File: src/frame_format_consts.svh
// Offsets, field positions, interrupt modes and pin slots for the frame-format block.
// Assumes inclusion by bare name from the package and the design files.
`ifndef FRAME_FORMAT_CONSTS_SVH
`define FRAME_FORMAT_CONSTS_SVH

// Register word indices on the bus, taken from byte address bits 4:2
`define OFS_CTRL 3'h0
`define OFS_RX_FMT 3'h1
`define OFS_TX_FMT 3'h2
`define OFS_STATUS 3'h3
`define OFS_MASK 3'h4
`define OFS_TX_DATA 3'h5
`define OFS_RX_DATA 3'h6
`define OFS_STATE 3'h7
`define ADR_WIDTH 8
`define ADR_MAPPED_TOP 3'h0

// Control register fields
`define CTRL_RX_EN 0
`define CTRL_TX_EN 1
`define CTRL_SRC_SEL 2
`define CTRL_GEN_MODE 3
`define CTRL_TX_POL 4
`define CTRL_RX_POL 5
`define CTRL_RX_IRQ_LO 8
`define CTRL_TX_IRQ_LO 10

// Format register fields
`define FMT_P1_COUNT_LO 0
`define FMT_P1_WIDTH_LO 8
`define FMT_P2_COUNT_LO 16
`define FMT_P2_WIDTH_LO 24
`define FMT_PHASE 31

// Status and mask bits
`define ST_RX 0
`define ST_TX 1

// Interrupt modes
`define IRQ_MODE_ELEMENT 2'h0
`define IRQ_MODE_FRAME 2'h2

// Pin synchroniser slots
`define PIN_CLK 0
`define PIN_RXS 1
`define PIN_TXS 2
`define PIN_RXD 3
`define PIN_COUNT 4

`endif

File: src/frame_format_pkg.sv
// Types and decode helpers shared by the frame-format block.
// Assumes the constants header sits beside it.
package frame_format_pkg;
  `include "frame_format_consts.svh"

  typedef struct packed {
    logic dual_phase;
    logic [6:0] p1_count;
    logic [2:0] p1_width;
    logic [6:0] p2_count;
    logic [2:0] p2_width;
  } fmt_t;

  typedef struct packed {
    logic rx_en;
    logic tx_en;
    logic src_sel;
    logic gen_mode;
    logic tx_pol;
    logic rx_pol;
    logic [1:0] rx_irq_mode;
    logic [1:0] tx_irq_mode;
  } ctrl_t;

  typedef enum logic [1:0] {seq_idle, seq_phase_one, seq_phase_two} seq_phase_t;

  typedef struct packed {
    seq_phase_t phase;
    logic [6:0] elem;
    logic [5:0] bit_idx;
  } seq_state_t;

  // Element width in bits; reserved codes fall back to the widest
  function automatic logic [5:0] width_bits(input logic [2:0] code);
    case (code)
      3'h0: width_bits = 6'h08;
      3'h1: width_bits = 6'h0c;
      3'h2: width_bits = 6'h10;
      3'h3: width_bits = 6'h14;
      3'h4: width_bits = 6'h18;
      default: width_bits = 6'h20;
    endcase
  endfunction

  // Time slots per frame
  function automatic logic [8:0] frame_slots(input fmt_t f);
    frame_slots = {2'h0, f.p1_count} + 9'h001;
    if (f.dual_phase)
      frame_slots = frame_slots + {2'h0, f.p2_count} + 9'h001;
  endfunction

  function automatic fmt_t fmt_from_word(input logic [31:0] w);
    fmt_from_word.dual_phase = w[`FMT_PHASE];
    fmt_from_word.p1_count = w[`FMT_P1_COUNT_LO +: 7];
    fmt_from_word.p1_width = w[`FMT_P1_WIDTH_LO +: 3];
    fmt_from_word.p2_count = w[`FMT_P2_COUNT_LO +: 7];
    fmt_from_word.p2_width = w[`FMT_P2_WIDTH_LO +: 3];
  endfunction

  function automatic logic [31:0] fmt_to_word(input fmt_t f);
    fmt_to_word = 32'h0;
    fmt_to_word[`FMT_PHASE] = f.dual_phase;
    fmt_to_word[`FMT_P1_COUNT_LO +: 7] = f.p1_count;
    fmt_to_word[`FMT_P1_WIDTH_LO +: 3] = f.p1_width;
    fmt_to_word[`FMT_P2_COUNT_LO +: 7] = f.p2_count;
    fmt_to_word[`FMT_P2_WIDTH_LO +: 3] = f.p2_width;
  endfunction
endpackage

File: src/frame_sequencer.sv
// Counts bits, elements and phases of one frame direction.
// Assumes tick_i is a one-cycle sample enable and sync_i an internal level.
`timescale 1ns/1ps
`default_nettype none
module frame_sequencer
  import frame_format_pkg::*;
(
  // Clock and reset
  input wire logic clk_i,
  input wire logic rst_i,
  // Control
  input wire logic enable_i,
  input wire logic tick_i,
  input wire logic sync_i,
  input wire fmt_t fmt_i,
  // Progress
  output logic busy_o,
  output logic [5:0] width_o,
  output logic frame_start_o,
  output logic elem_done_o,
  output logic frame_done_o
);
  seq_state_t state_reg;
  seq_state_t state_next;
  logic [6:0] last_elem;
  logic last_bit;

  assign busy_o = state_reg.phase != seq_idle;

  always_comb
  begin
    state_next = state_reg;
    frame_start_o = 1'b0;
    elem_done_o = 1'b0;
    frame_done_o = 1'b0;
    // Phase-2 fields only matter in the second phase
    width_o = width_bits(state_reg.phase == seq_phase_two ? fmt_i.p2_width : fmt_i.p1_width);
    last_elem = state_reg.phase == seq_phase_two ? fmt_i.p2_count : fmt_i.p1_count;
    last_bit = state_reg.bit_idx == width_o - 6'h01;
    if (!enable_i)
    begin
      state_next = '{seq_idle, 7'h00, 6'h00};
    end
    else if (tick_i)
    begin
      case (state_reg.phase)
        seq_idle:
          // Nothing moves without a sync; later syncs mid-frame are ignored
          if (sync_i)
          begin
            state_next = '{seq_phase_one, 7'h00, 6'h00};
            frame_start_o = 1'b1;
          end
        seq_phase_one, seq_phase_two:
          if (last_bit)
          begin
            elem_done_o = 1'b1;
            state_next.bit_idx = 6'h00;
            if (state_reg.elem != last_elem)
              state_next.elem = state_reg.elem + 7'h01;
            else if (state_reg.phase == seq_phase_one && fmt_i.dual_phase)
            begin
              state_next.phase = seq_phase_two;
              state_next.elem = 7'h00;
            end
            else
            begin
              state_next.phase = seq_idle;
              frame_done_o = 1'b1;
            end
          end
          else
            state_next.bit_idx = state_reg.bit_idx + 6'h01;
        default:
          state_next.phase = seq_idle;
      endcase
    end
  end

  always_ff @(posedge clk_i)
  begin
    if (rst_i)
      state_reg <= '{seq_idle, 7'h00, 6'h00};
    else
      state_reg <= state_next;
  end
endmodule
`default_nettype wire

File: src/serial_frame_format_control.sv
// Frame-format and transmit frame-sync selection of a buffered serial port.
// Assumes a classic Wishbone master on clk_i and serial pins from another domain.
//
// How it works
// - Source 0: sync from pin, polarity applied
// - Source 1, generator mode: generator pulse drives sync
// - Source 1, copy mode: each copy pulses sync
// - Interrupt mode 10b fires on frame sync
// - Transfers start only after a valid sync
// - Phase bit picks single or dual frames
// - Separate counts and widths per phase, direction
// - Bits run contiguous across elements and phases
// - Count field holds elements minus one
// - Up to 128 or 256 elements per frame
// - Width codes decode to 8 through 32
// - Single phase ignores phase-2 fields
// - Frame length sets the slots per frame
//
// Added by the designer: the address map and the Wishbone slave port.
`timescale 1ns/1ps
`default_nettype none
module serial_frame_format_control
  import frame_format_pkg::*;
(
  // Clock and reset
  input wire logic clk_i,
  input wire logic rst_i,
  // Wishbone slave
  input wire logic wb_cyc_i,
  input wire logic wb_stb_i,
  input wire logic wb_we_i,
  input wire logic [`ADR_WIDTH-1:0] wb_adr_i,
  input wire logic [3:0] wb_sel_i,
  input wire logic [31:0] wb_dat_i,
  output logic [31:0] wb_dat_o,
  output logic wb_ack_o,
  // Sample-rate generator
  input wire logic generator_frame_pulse_i,
  input wire logic generator_frame_reset_n_i,
  // Serial pins
  input wire logic bit_clk_i,
  input wire logic rx_sync_pin_i,
  input wire logic rx_data_pin_i,
  input wire logic tx_sync_pin_i,
  output logic tx_sync_pin_o,
  output logic tx_sync_pin_oe_o,
  output logic tx_data_pin_o,
  output logic tx_data_pin_oe_o,
  // Interrupt
  output logic irq_o
);
  typedef struct packed {
    ctrl_t ctrl;
    fmt_t rx_fmt;
    fmt_t tx_fmt;
    logic [1:0] status;
    logic [1:0] mask;
    logic [31:0] tx_data;
    logic [31:0] tx_shift;
    logic [31:0] rx_shift;
    logic [31:0] rx_data;
    logic tx_full;
    logic rx_full;
    logic gen_pending;
    logic copy_seen;
    logic tx_sync_int;
    logic tx_bit;
    logic ack;
    logic [31:0] rd_data;
    logic [`PIN_COUNT-1:0] pin_meta;
    logic [`PIN_COUNT-1:0] pin_sync;
    logic clk_prev;
  } state_t;

  state_t state_reg;
  state_t state_next;

  // Byte-lane merge for writes
  function automatic logic [31:0] merge(input logic [31:0] old, input logic [31:0] val, input logic [3:0] sel);
    merge = old;
    for (int i = 0; i < 4; i++)
      if (sel[i])
        merge[i*8 +: 8] = val[i*8 +: 8];
  endfunction

  function automatic logic [31:0] ctrl_to_word(input ctrl_t c);
    ctrl_to_word = 32'h0;
    ctrl_to_word[`CTRL_RX_EN] = c.rx_en;
    ctrl_to_word[`CTRL_TX_EN] = c.tx_en;
    ctrl_to_word[`CTRL_SRC_SEL] = c.src_sel;
    ctrl_to_word[`CTRL_GEN_MODE] = c.gen_mode;
    ctrl_to_word[`CTRL_TX_POL] = c.tx_pol;
    ctrl_to_word[`CTRL_RX_POL] = c.rx_pol;
    ctrl_to_word[`CTRL_RX_IRQ_LO +: 2] = c.rx_irq_mode;
    ctrl_to_word[`CTRL_TX_IRQ_LO +: 2] = c.tx_irq_mode;
  endfunction

  function automatic ctrl_t ctrl_from_word(input logic [31:0] w);
    ctrl_from_word.rx_en = w[`CTRL_RX_EN];
    ctrl_from_word.tx_en = w[`CTRL_TX_EN];
    ctrl_from_word.src_sel = w[`CTRL_SRC_SEL];
    ctrl_from_word.gen_mode = w[`CTRL_GEN_MODE];
    ctrl_from_word.tx_pol = w[`CTRL_TX_POL];
    ctrl_from_word.rx_pol = w[`CTRL_RX_POL];
    ctrl_from_word.rx_irq_mode = w[`CTRL_RX_IRQ_LO +: 2];
    ctrl_from_word.tx_irq_mode = w[`CTRL_TX_IRQ_LO +: 2];
  endfunction

  logic bit_rise;
  logic bit_fall;
  logic copy_mode;
  logic tx_sync_internal;
  logic rx_sync_internal;
  logic rx_busy;
  logic rx_start;
  logic rx_elem_done;
  logic rx_frame_done;
  logic [5:0] rx_width;
  logic tx_busy;
  logic tx_start;
  logic tx_elem_done;
  logic tx_frame_done;
  logic [5:0] tx_width;
  logic tx_load;
  logic idle_copy;
  logic bus_req;
  logic bus_wr;
  logic mapped;
  logic [2:0] reg_idx;
  logic [31:0] rx_word;
  logic [1:0] status_set;
  logic [1:0] status_clr;

  assign bit_rise = state_reg.pin_sync[`PIN_CLK] && !state_reg.clk_prev;
  assign bit_fall = !state_reg.pin_sync[`PIN_CLK] && state_reg.clk_prev;
  assign copy_mode = state_reg.ctrl.src_sel && !state_reg.ctrl.gen_mode;
  assign rx_sync_internal = state_reg.pin_sync[`PIN_RXS] ^ state_reg.ctrl.rx_pol;
  // Pin input in mode 0, otherwise the registered internal pulse
  assign tx_sync_internal = state_reg.ctrl.src_sel ? state_reg.tx_sync_int
                          : state_reg.pin_sync[`PIN_TXS] ^ state_reg.ctrl.tx_pol;

  // Both directions sample sync on the falling bit-clock edge, and receive data is sampled there too
  frame_sequencer rx_seq (
    .clk_i(clk_i),
    .rst_i(rst_i),
    .enable_i(state_reg.ctrl.rx_en),
    .tick_i(bit_fall),
    .sync_i(rx_sync_internal),
    .fmt_i(state_reg.rx_fmt),
    .busy_o(rx_busy),
    .width_o(rx_width),
    .frame_start_o(rx_start),
    .elem_done_o(rx_elem_done),
    .frame_done_o(rx_frame_done)
  );

  frame_sequencer tx_seq (
    .clk_i(clk_i),
    .rst_i(rst_i),
    .enable_i(state_reg.ctrl.tx_en),
    .tick_i(bit_fall),
    .sync_i(tx_sync_internal),
    .fmt_i(state_reg.tx_fmt),
    .busy_o(tx_busy),
    .width_o(tx_width),
    .frame_start_o(tx_start),
    .elem_done_o(tx_elem_done),
    .frame_done_o(tx_frame_done)
  );

  assign bus_req = wb_cyc_i && wb_stb_i && !state_reg.ack;
  assign bus_wr = bus_req && wb_we_i;
  assign mapped = wb_adr_i[`ADR_WIDTH-1:5] == `ADR_MAPPED_TOP;
  assign reg_idx = wb_adr_i[4:2];
  // Copy mode has no sync until a word is copied, so the idle copy starts it
  assign idle_copy = copy_mode && state_reg.ctrl.tx_en && !tx_busy && state_reg.tx_full
                   && bit_rise && !state_reg.copy_seen && !state_reg.tx_sync_int;
  // In copy mode the first element was already loaded by the idle copy
  assign tx_load = (tx_start && !copy_mode) || (tx_elem_done && !tx_frame_done);
  assign rx_word = {state_reg.rx_shift[30:0], state_reg.pin_sync[`PIN_RXD]};

  always_comb
  begin
    state_next = state_reg;
    status_set = 2'h0;
    status_clr = 2'h0;

    // Two-flop capture of every pin from the bit-clock domain
    state_next.pin_meta = {tx_sync_pin_i, rx_data_pin_i, rx_sync_pin_i, bit_clk_i};
    state_next.pin_meta = {state_next.pin_meta[`PIN_TXS], state_next.pin_meta[`PIN_RXD],
                           state_next.pin_meta[`PIN_RXS], state_next.pin_meta[`PIN_CLK]};
    state_next.pin_meta[`PIN_RXD] = rx_data_pin_i;
    state_next.pin_meta[`PIN_TXS] = tx_sync_pin_i;
    state_next.pin_sync = state_reg.pin_meta;
    state_next.clk_prev = state_reg.pin_sync[`PIN_CLK];

    // Receive: shift in after the sync bit, hand each element to software
    if (rx_busy && bit_fall && !rx_start)
      state_next.rx_shift = rx_word;
    if (rx_elem_done)
    begin
      state_next.rx_data = rx_word;
      state_next.rx_shift = 32'h0;
      state_next.rx_full = 1'b1;
      if (state_reg.ctrl.rx_irq_mode == `IRQ_MODE_ELEMENT)
        status_set[`ST_RX] = 1'b1;
    end
    if (rx_start && state_reg.ctrl.rx_irq_mode == `IRQ_MODE_FRAME)
      status_set[`ST_RX] = 1'b1;

    // Generator pulse is short; hold it until the next rising bit edge
    if (state_reg.ctrl.src_sel && state_reg.ctrl.gen_mode && generator_frame_pulse_i
        && generator_frame_reset_n_i)
      state_next.gen_pending = 1'b1;
    else if (bit_rise)
      state_next.gen_pending = 1'b0;

    // Internal transmit sync lasts one whole bit clock in the output modes
    if (bit_rise)
    begin
      if (!state_reg.ctrl.src_sel)
        state_next.tx_sync_int = 1'b0;
      else if (state_reg.ctrl.gen_mode)
        state_next.tx_sync_int = state_reg.gen_pending;
      else
        state_next.tx_sync_int = state_reg.copy_seen;
      state_next.copy_seen = 1'b0;
    end

    // Transmit: copy data register into the shift register
    if (tx_load || idle_copy)
    begin
      state_next.tx_shift = state_reg.tx_data;
      state_next.tx_full = 1'b0;
      if (copy_mode)
        state_next.copy_seen = 1'b1;
      if (state_reg.ctrl.tx_irq_mode == `IRQ_MODE_ELEMENT)
        status_set[`ST_TX] = 1'b1;
    end
    if (tx_start && state_reg.ctrl.tx_irq_mode == `IRQ_MODE_FRAME)
      status_set[`ST_TX] = 1'b1;
    // Data changes on the rising edge, MSB of the current element first
    if (tx_busy && bit_rise)
    begin
      state_next.tx_bit = state_reg.tx_shift[5'(tx_width - 6'h01)];
      state_next.tx_shift = {state_reg.tx_shift[30:0], 1'b0};
    end

    // Bus slave: one wait state, ack is a single-cycle pulse
    state_next.ack = bus_req;
    if (bus_req)
    begin
      state_next.rd_data = 32'h0;
      if (mapped && !wb_we_i)
        case (reg_idx)
          `OFS_CTRL: state_next.rd_data = ctrl_to_word(state_reg.ctrl);
          `OFS_RX_FMT: state_next.rd_data = fmt_to_word(state_reg.rx_fmt);
          `OFS_TX_FMT: state_next.rd_data = fmt_to_word(state_reg.tx_fmt);
          `OFS_STATUS: state_next.rd_data = {30'h0, state_reg.status};
          `OFS_MASK: state_next.rd_data = {30'h0, state_reg.mask};
          `OFS_TX_DATA: state_next.rd_data = state_reg.tx_data;
          `OFS_RX_DATA: state_next.rd_data = state_reg.rx_data;
          `OFS_STATE: state_next.rd_data = {5'h0, frame_slots(state_reg.tx_fmt), 5'h0,
                                            frame_slots(state_reg.rx_fmt),
                                            tx_busy, rx_busy, state_reg.tx_full, state_reg.rx_full};
          default: state_next.rd_data = 32'h0;
        endcase
      // Reading received data frees the register unless a new element lands now
      if (mapped && !wb_we_i && reg_idx == `OFS_RX_DATA && !rx_elem_done)
        state_next.rx_full = 1'b0;
    end

    if (bus_wr && mapped)
      case (reg_idx)
        `OFS_CTRL: state_next.ctrl = ctrl_from_word(merge(ctrl_to_word(state_reg.ctrl), wb_dat_i, wb_sel_i));
        `OFS_RX_FMT: state_next.rx_fmt = fmt_from_word(merge(fmt_to_word(state_reg.rx_fmt), wb_dat_i,
                                                              wb_sel_i));
        `OFS_TX_FMT: state_next.tx_fmt = fmt_from_word(merge(fmt_to_word(state_reg.tx_fmt), wb_dat_i,
                                                              wb_sel_i));
        `OFS_STATUS:
          if (wb_sel_i[0])
            status_clr = wb_dat_i[1:0];
        `OFS_MASK:
          if (wb_sel_i[0])
            state_next.mask = wb_dat_i[1:0];
        `OFS_TX_DATA:
        begin
          // A write landing with a copy still counts as a fresh word
          state_next.tx_data = merge(state_reg.tx_data, wb_dat_i, wb_sel_i);
          state_next.tx_full = 1'b1;
        end
        default:
          state_next.tx_full = state_next.tx_full;
      endcase

    // Hardware set wins over a same-cycle software clear
    state_next.status = (state_reg.status & ~status_clr) | status_set;

    // A disabled transmit section drops its copy and internal sync flags
    if (!state_next.ctrl.tx_en)
    begin
      state_next.copy_seen = 1'b0;
      state_next.tx_sync_int = 1'b0;
    end
  end

  always_ff @(posedge clk_i)
  begin
    if (rst_i)
      state_reg <= '0;
    else
      state_reg <= state_next;
  end

  assign wb_ack_o = state_reg.ack;
  assign wb_dat_o = state_reg.rd_data;
  assign tx_sync_pin_oe_o = state_reg.ctrl.src_sel;
  assign tx_sync_pin_o = state_reg.tx_sync_int ^ state_reg.ctrl.tx_pol;
  assign tx_data_pin_o = state_reg.tx_bit;
  assign tx_data_pin_oe_o = tx_busy;
  assign irq_o = |(state_reg.status & state_reg.mask);
endmodule
`default_nettype wire
File: config.mk
export PLATFORM = sky130hd
export DESIGN_NAME = serial_frame_format_control
export DESIGN_NICKNAME = d
export VERILOG_FILES = /design/src/frame_format_pkg.sv /design/src/frame_sequencer.sv /design/src/serial_frame_format_control.sv
export VERILOG_INCLUDE_DIRS = /design/src /design/src/src
export SDC_FILE = /design/constraint.sdc
export NUM_CORES = 1
export LEC_CHECK = 0
export ABC_AREA = 1
export BUFFER_PORTS_ARGS = -buffer_cell sky130_fd_sc_hd__buf_4
export CAP_MARGIN = 20
export CORE_AREA = 2 2 123 185
export CTS_CLUSTER_SIZE = 20
export DETAILED_ROUTE_END_ITERATION = 16
export DIE_AREA = 0 0 125 187
export PLACE_DENSITY = 0.84
export SLEW_MARGIN = 25
export SYNTH_ARGS = -nofsm -noshare
export SYNTH_HDL_FRONTEND = slang
export SYNTH_SLANG_ARGS = --single-unit
File: constraint.sdc
create_clock -name clk_i -period 3 [get_ports clk_i]
set_input_delay 0.45 -clock clk_i [delete_from_list [all_inputs] [get_ports clk_i]]
set_output_delay 0.45 -clock clk_i [all_outputs]
set_load 0.01 [all_outputs]
## Word level (Yosys, flattened, before mapping)

Cells that the tools add are included.

- Add/sub/neg operators: 12
- $lt $le $gt $ge: 1
- Equal/unequal tests: 33
- Muxes and demuxes: 91
- Bitwise gates (word level): 10
- Reductions and logical operators: 85

Operator list:

| kind | number |
|---|---|
| $pmux 32 s8 | 1 |
| $mux 32 | 3 |
| $mux 7 | 10 |
| $pmux 6 s5 | 2 |
| $pmux 13 s2 | 2 |
| $mux 51 | 1 |
| $reduce_and 3->1 | 17 |
| $mux 9 | 5 |
| $mux 1 | 42 |
| $mux 21 | 2 |
| $mux 15 | 2 |
| $logic_and 1x1->1 | 28 |
| $add 8x7->9 | 2 |
| $add 9x1->9 const B | 2 |
| $eq 3x2->1 const B | 6 |
| $eq 3x3->1 const B | 6 |
| $mux 6 | 3 |
| $add 7x1->8 const B | 2 |
| $mux 2 | 8 |
| $mux 8 | 2 |
| $reduce_or 2->1 | 8 |
| $add 7x1->7 const B | 2 |
| $ne 7x7->1 | 2 |
| $add 6x1->6 const B | 2 |
| 25 further kinds | 72 |

- Bits in registers: 261
- Word-level logic and storage cells: 277

## Longest topological paths before layout

- Word-level depth: 17
- Gate-level depth with buffers: 21
- Depth with buffers taken out: 19

## By module

A second synthesis with hierarchy kept.

- Cells, all modules: 2,040
- Area, all modules: 14,031.0 um2

By module, submodules not included:

| module | times used | cells an instance | area an instance (um2) |
|---|---|---|---|
| serial_frame_format_control | 1 | 1,573 | 11,129.4 |
| frame_sequencer (tx_seq) | 1 | 230 | 1,462.7 |
| frame_sequencer (rx_seq) | 1 | 237 | 1,438.9 |

## Least setup slack after synthesis

Ideal clock, no wire load.

- Kind: flip-flop to flip-flop
- Start point: reg tx_seq.state_reg[13] (netlist name)
- End point: reg tx_seq.state_reg[4] (netlist name)
- Library setup time: 121 ps
- Data arrival time: 2,481 ps
- Data required time: 2,879 ps
- Path slack: 399 ps
- Cell stages (with the launch flop): 19
- Path through: dfxtp_1 > inv_1 > ha_1 > buf_6 > nand2_1 > nand2_2 > nor2_4 > inv_2 > ha_1 > inv_1 > o21ai_0 > a211oi_1 > nand3_1 > nor2_2 > inv_1 > nand2_4 > inv_1 > o21ai_2 > nor2_1

- Longest elaborated chain between the ends: 8
- Elaborated cells on any way between the ends: 18

Ends and longest elaborated chain:

| what | RTL line | RTL |
|---|---|---|
| start: declaration | frame_sequencer.sv:23 | `seq_state_t state_reg;` |
| start signal: assignment | frame_sequencer.sv:83 | `state_reg <= '{seq_idle, 7'h00, 6'h00};` |
| start signal: assignment | frame_sequencer.sv:85 | `state_reg <= state_next;` |
| $eq 2x2->1 | frame_sequencer.sv:37, frame_sequencer.sv:46 |  |
| $mux 3 | frame_sequencer.sv:37 | `width_o = width_bits(state_reg.phase == seq_phase_two ? fmt_i.p2_width : fmt_i.p1_width);` |
| $eq 3x3->1, or another cell as far along | frame_format_pkg.sv:35 | `case (code)` |
| $pmux 6 s5 | frame_format_pkg.sv:35 |  |
| $sub 6x1->6 | frame_sequencer.sv:39 | `last_bit = state_reg.bit_idx == width_o - 6'h01;` |
| $eq 6x6->1 | frame_sequencer.sv:39 |  |
| $mux 6 | frame_sequencer.sv:55 | `if (last_bit)` |
| $pmux 13 s2 | frame_sequencer.sv:46 | `case (state_reg.phase)` |

Several ways; a longest one is shown, not always the timed one.
A chain may end at the register's enable or synchronous reset.

## Worst setup path in the final report

- Start point: reg tx_seq.state_reg[13] (netlist name)
- End point: reg state_reg[120] (netlist name)

- Longest elaborated chain between the ends: 15
- Elaborated cells on any way between the ends: 44

Ends and longest elaborated chain:

| what | RTL line | RTL |
|---|---|---|
| $eq 2x2->1 | frame_sequencer.sv:37, frame_sequencer.sv:38, frame_sequencer.sv:46 |  |
| $mux 3 | frame_sequencer.sv:37 |  |
| $eq 3x3->1, or another cell as far along | frame_format_pkg.sv:35 |  |
| $pmux 6 s5 | frame_format_pkg.sv:35 |  |
| $sub 6x1->6 | frame_sequencer.sv:39 |  |
| $eq 6x6->1 | frame_sequencer.sv:39 |  |
| $mux 1 | frame_sequencer.sv:55 |  |
| $mux 1 | frame_sequencer.sv:46 |  |
| $mux 1 | frame_sequencer.sv:44 | `else if (tick_i)` |
| $mux 1 | frame_sequencer.sv:40 | `if (!enable_i)` |
| $logic_not 1->1 | serial_frame_format_control.sv:179 | `assign tx_load = (tx_start && !copy_mode) \|\| (tx_elem_done && !tx_frame_done);` |
| $logic_and 1x1->1 | serial_frame_format_control.sv:179 |  |
| $logic_or 1x1->1 | serial_frame_format_control.sv:179 |  |
| $logic_or 1x1->1 | serial_frame_format_control.sv:231 | `if (tx_load \|\| idle_copy)` |
| $reduce_bool 2->1 (no line) | -- |  |
| end signal: assignment | serial_frame_format_control.sv:312 | `state_reg <= state_next;` |
| end: declaration | serial_frame_format_control.sv:75 | `state_t state_reg;` |

Several ways; a longest one is shown, not always the timed one.

==> metrics.md <==
| Metric | Value |
|---|---|
| Inserted Diodes | 0 |
| Via count | 12500 |
| Antenna Nets Post-Route | 0 |
| Sequential area share after synthesis | 40.0% |
| Peak VDD IR | 0.000390 V |
| Number of synthesized flops with an enable pin | 0 |
| Unrepaired setup endpoints after global routing | false |
| Cells after Synth | 1858 |
| Worst setup path end | state_reg[120] |
| Final Util | 66.6% |
| Worst Hold Class | in -> reg |
| Layout cells sized above 1 | 11.3% |
| Synth Flop Type | dfxtp_1 |
| Startpoint types | flip-flop |
| DR DRC count | 0 |
| Worst-margin pin slew | 0.705 ns |
| Max_slew headroom | 53.0% |
| Clk sink count | between 200 and 300 |
| Cts bufs inserted | 25 |
| Clock share of power | 45.5% |
| Clk_lat worst skew | 0.55 ns |
| Crit Path Max Fanout | 13 |
| Reg clk slew, reported paths | 0.06 ns |
| Gpl congestion | 0.974 |
| Final WL | 38700 um |
| Leakage power | 5.73 nW |
| Nets | between 1500 and 2000 |
| Hold slack | 0.103 ns |
| I/O Pins | 93 |
| Switching power | 1.60 mW |
| Port Buffers | 90 |
| Period utilization | 92.2% |
| CTS max path bufs | 3 |
| Vias per inst | 5.73 |
| Grt total ovfl | 0 |
| Initial DRC Count | 1281 |
| FF+latch count, synth | 261 |
| Standard-cell rows | 67 |
| Power Internal | 5.28 mW |
| Layout area overhead | 12.1% |
| Final-report setup violation count | 0 |
| H-tree depth | 1 |
| Largest net degree at the start of global routing | 62 |
| Max FFs per register | about 160 |
| Status | finished, final reports clean |
| Crit. End Element | flip-flop |
| Worst R2R End | state_reg[120] |
| CTS tree | built |
| Ys Warns | 0 |
| Flop2flop setup slack | 0.23 ns |
| Netlist cell types | 51 |
| Reg2reg path depth | 19 |
| Placed Area | around 0.014 mm^2 |
| Switching Share | 23.2% |
| First-pass GRT wire length | 60300 um |
| Skew final | 0.0150 ns |
| Drt pass-1 iters | 6 |
| CP Launch Point | tx_seq.state_reg[13] |
| Total GRT Usage | approximately a third |
| Final hold vios | 0 |
| Avg WL per Cell | 17.7 um |
| Synth Net Count | 1945 |
| Root Buffer | clkbuf_16 |
| Starting Density | 59.4% |
| Fmax | between 300 and 400 MHz |
| Reg-to-reg startpoint | tx_seq.state_reg[13] |
| Setup CP Type | reg -> reg |
| Avg Cell Area, Syn | 7.03 um^2 |
| Vias in the first global route | 11700 |
| Chip height | between 150 and 200 um |
| Async S/R FF share, synth | 0% |
| Final Instance Area | 0.0146 mm^2 |
| Die W | 125 um |
| Critical path arrival | 3.17 ns |
| Core Box Area | 0.0220 mm^2 |
| CP Data Required Time | 3.41 ns |
| DP HPWL | 28200 um |
| Post-Syn Area | ~0.013 mm^2 |
| Share of power burned in registers | between 50% and 60% |
| Comb power frac | 3.9% |
| Setup TNS | 0 ns |
| Die area | 0.0234 mm^2 |
| Pwr per Cell Area | between 400 and 500 mW/mm^2 |
| Fin crit period | 2.77 ns |
| Initial antenna violation count | 0 |
| Max-Cap Viols | 0 |
| Slew Viols, Final | 0 |
## worst max-delay path, stage by stage, from the launching register on
cell and delay [ns]:
dfxtp_2 0.35, inv_4 0.09, ha_4 0.19, inv_4 0.04, nand2_1 0.07, nand2_2 0.08, nor2_4 0.12, inv_2 0.06
ha_4 0.24, inv_2 0.06, o21ai_0 0.07, a211oi_1 0.25, nand3_1 0.16, nor2_4 0.18, nand2_4 0.10, nand4_4 0.16
clkbuf_16 0.21, nor2_1 0.05, nor2_1 0.09, nor2_1 0.05
## cells in the mapped netlist, types with 4 or more instances
library cell  instances  share of area [%]
nand4_1              17               0.81
ha_1                 30                2.9
nand2_1             379                 11
dfxtp_1             261                 40
buf_2                 6               0.23
o21ai_0             172                6.6
nor3b_1               5               0.29
inv_1               238                6.8
or2_2                 5               0.24
o21ai_2               5               0.34
o22ai_1              38                1.8
xnor2_1               7               0.47
o221ai_1              7               0.47
o211ai_1              9               0.52
clkbuf_1             61                1.8
buf_6                12                1.0
xor2_1               27                1.8
a21oi_1             222                8.5
nor2_1              168                4.8
o31ai_1               4               0.23
nor3_1               19               0.73
a221oi_1              6               0.40
buf_4                34                2.0
a21oi_2               7               0.47
o21ai_1               8               0.31
nand3_1              63                2.4
inv_2                 4               0.11
## layout by cell type, fill, tap and decap left out, types with 27 or more instances in the layout
master / netlist / routed
inv_1: 238 / 235
ha_1: 30 / 27
nand3_1: 63 / 63
o22ai_1: 38 / 38
nor2_1: 168 / 166
buf_4: 34 / 119
o21ai_0: 172 / 171
nand2_1: 379 / 379
dfxtp_1: 261 / 259
xor2_1: 27 / 27
clkbuf_16: 0 / 27
a21oi_1: 222 / 222
## power groups by stage
stage          Combinational [mW]  Sequential, mW  Clock (mW)
4_1_cts                     0.264            3.48        3.14
3_3_place_gp                0.260            3.55           0
5_1_grt                     0.288            3.47        3.30
6_report                    0.271            3.48        3.13
3_5_place_dp                0.262            3.55           0
2_1_floorplan               0.130            3.55           0
## routing by layer
metal | share of wire (%) | wire length, um | global-route usage [%] | vias to the layer above
met5 | 0 | 0 | 0 | -
met4 | 5.9 | 2290 | 16.5 | 0
li1 | - | - | - | 6090
met3 | 6.3 | 2460 | 3.86 | 131
met1 | 39 | 15000 | 38.0 | 5801
met2 | 49 | 19000 | 55.5 | 517
## worst min path at each step
stage                          to  slack [ns]          start  cells past startpoint
floorplan              rx_word[0]        0.39  state_next[4]                      2
global placement     state_reg[2]        0.39  state_next[2]                      2
detailed placement     rx_word[0]        0.39  state_next[4]                      2
CTS                 state_next[1]         0.1      bit_clk_i                      3
global route        state_next[2]        0.13  rx_sync_pin_i                      3
finish              state_next[1]        0.10      bit_clk_i                      3
## area by class of cell
cell class	count	area, um^2
Multi-Input combinational cell	1236	6300
Inverter	246	928
Tap cell	276	345
Timing Repair Buffer	125	1020
Clock buffer	36	737
Clock inverter	8	65.1
Sequential cell	261	5230
Fill cell	1970	7330
## timing repair
item                                    CTS  global route
buffers inserted                          0             0
resized for setup                         1            13
endpoints found under the setup margin    2            52
cloned                                    0             2
hold buffers                              0             0
pin swaps                                 0             3
## cell families after synthesis
family | Yosys count | share of synthesized area, %
XOR/XNOR | 34 | 2.28
multiplexers | 1 | 0.0767
flip-flops | 261 | 40.0
AO/OA/AOI/OAI | 492 | 20.5
AND/OR/NAND/NOR | 677 | 21.8
buffers and inverters | 361 | 12.1
adder cells (fa/ha/maj) | 32 | 3.18
## per-stage QoR
step / worst slack, ns / instances / power [mW]
floorplan: 0.399 / 1858 / 3.68
global placement: 0.137 / 2142 / 3.81
detailed placement: 0.00904 / 2142 / 3.82
CTS: 0.0446 / 2186 / 6.88
global route: 0.00606 / 2188 / 7.06
finish: 0.233 / 2188 / 6.88
Power figures use the tool's default switching activity.
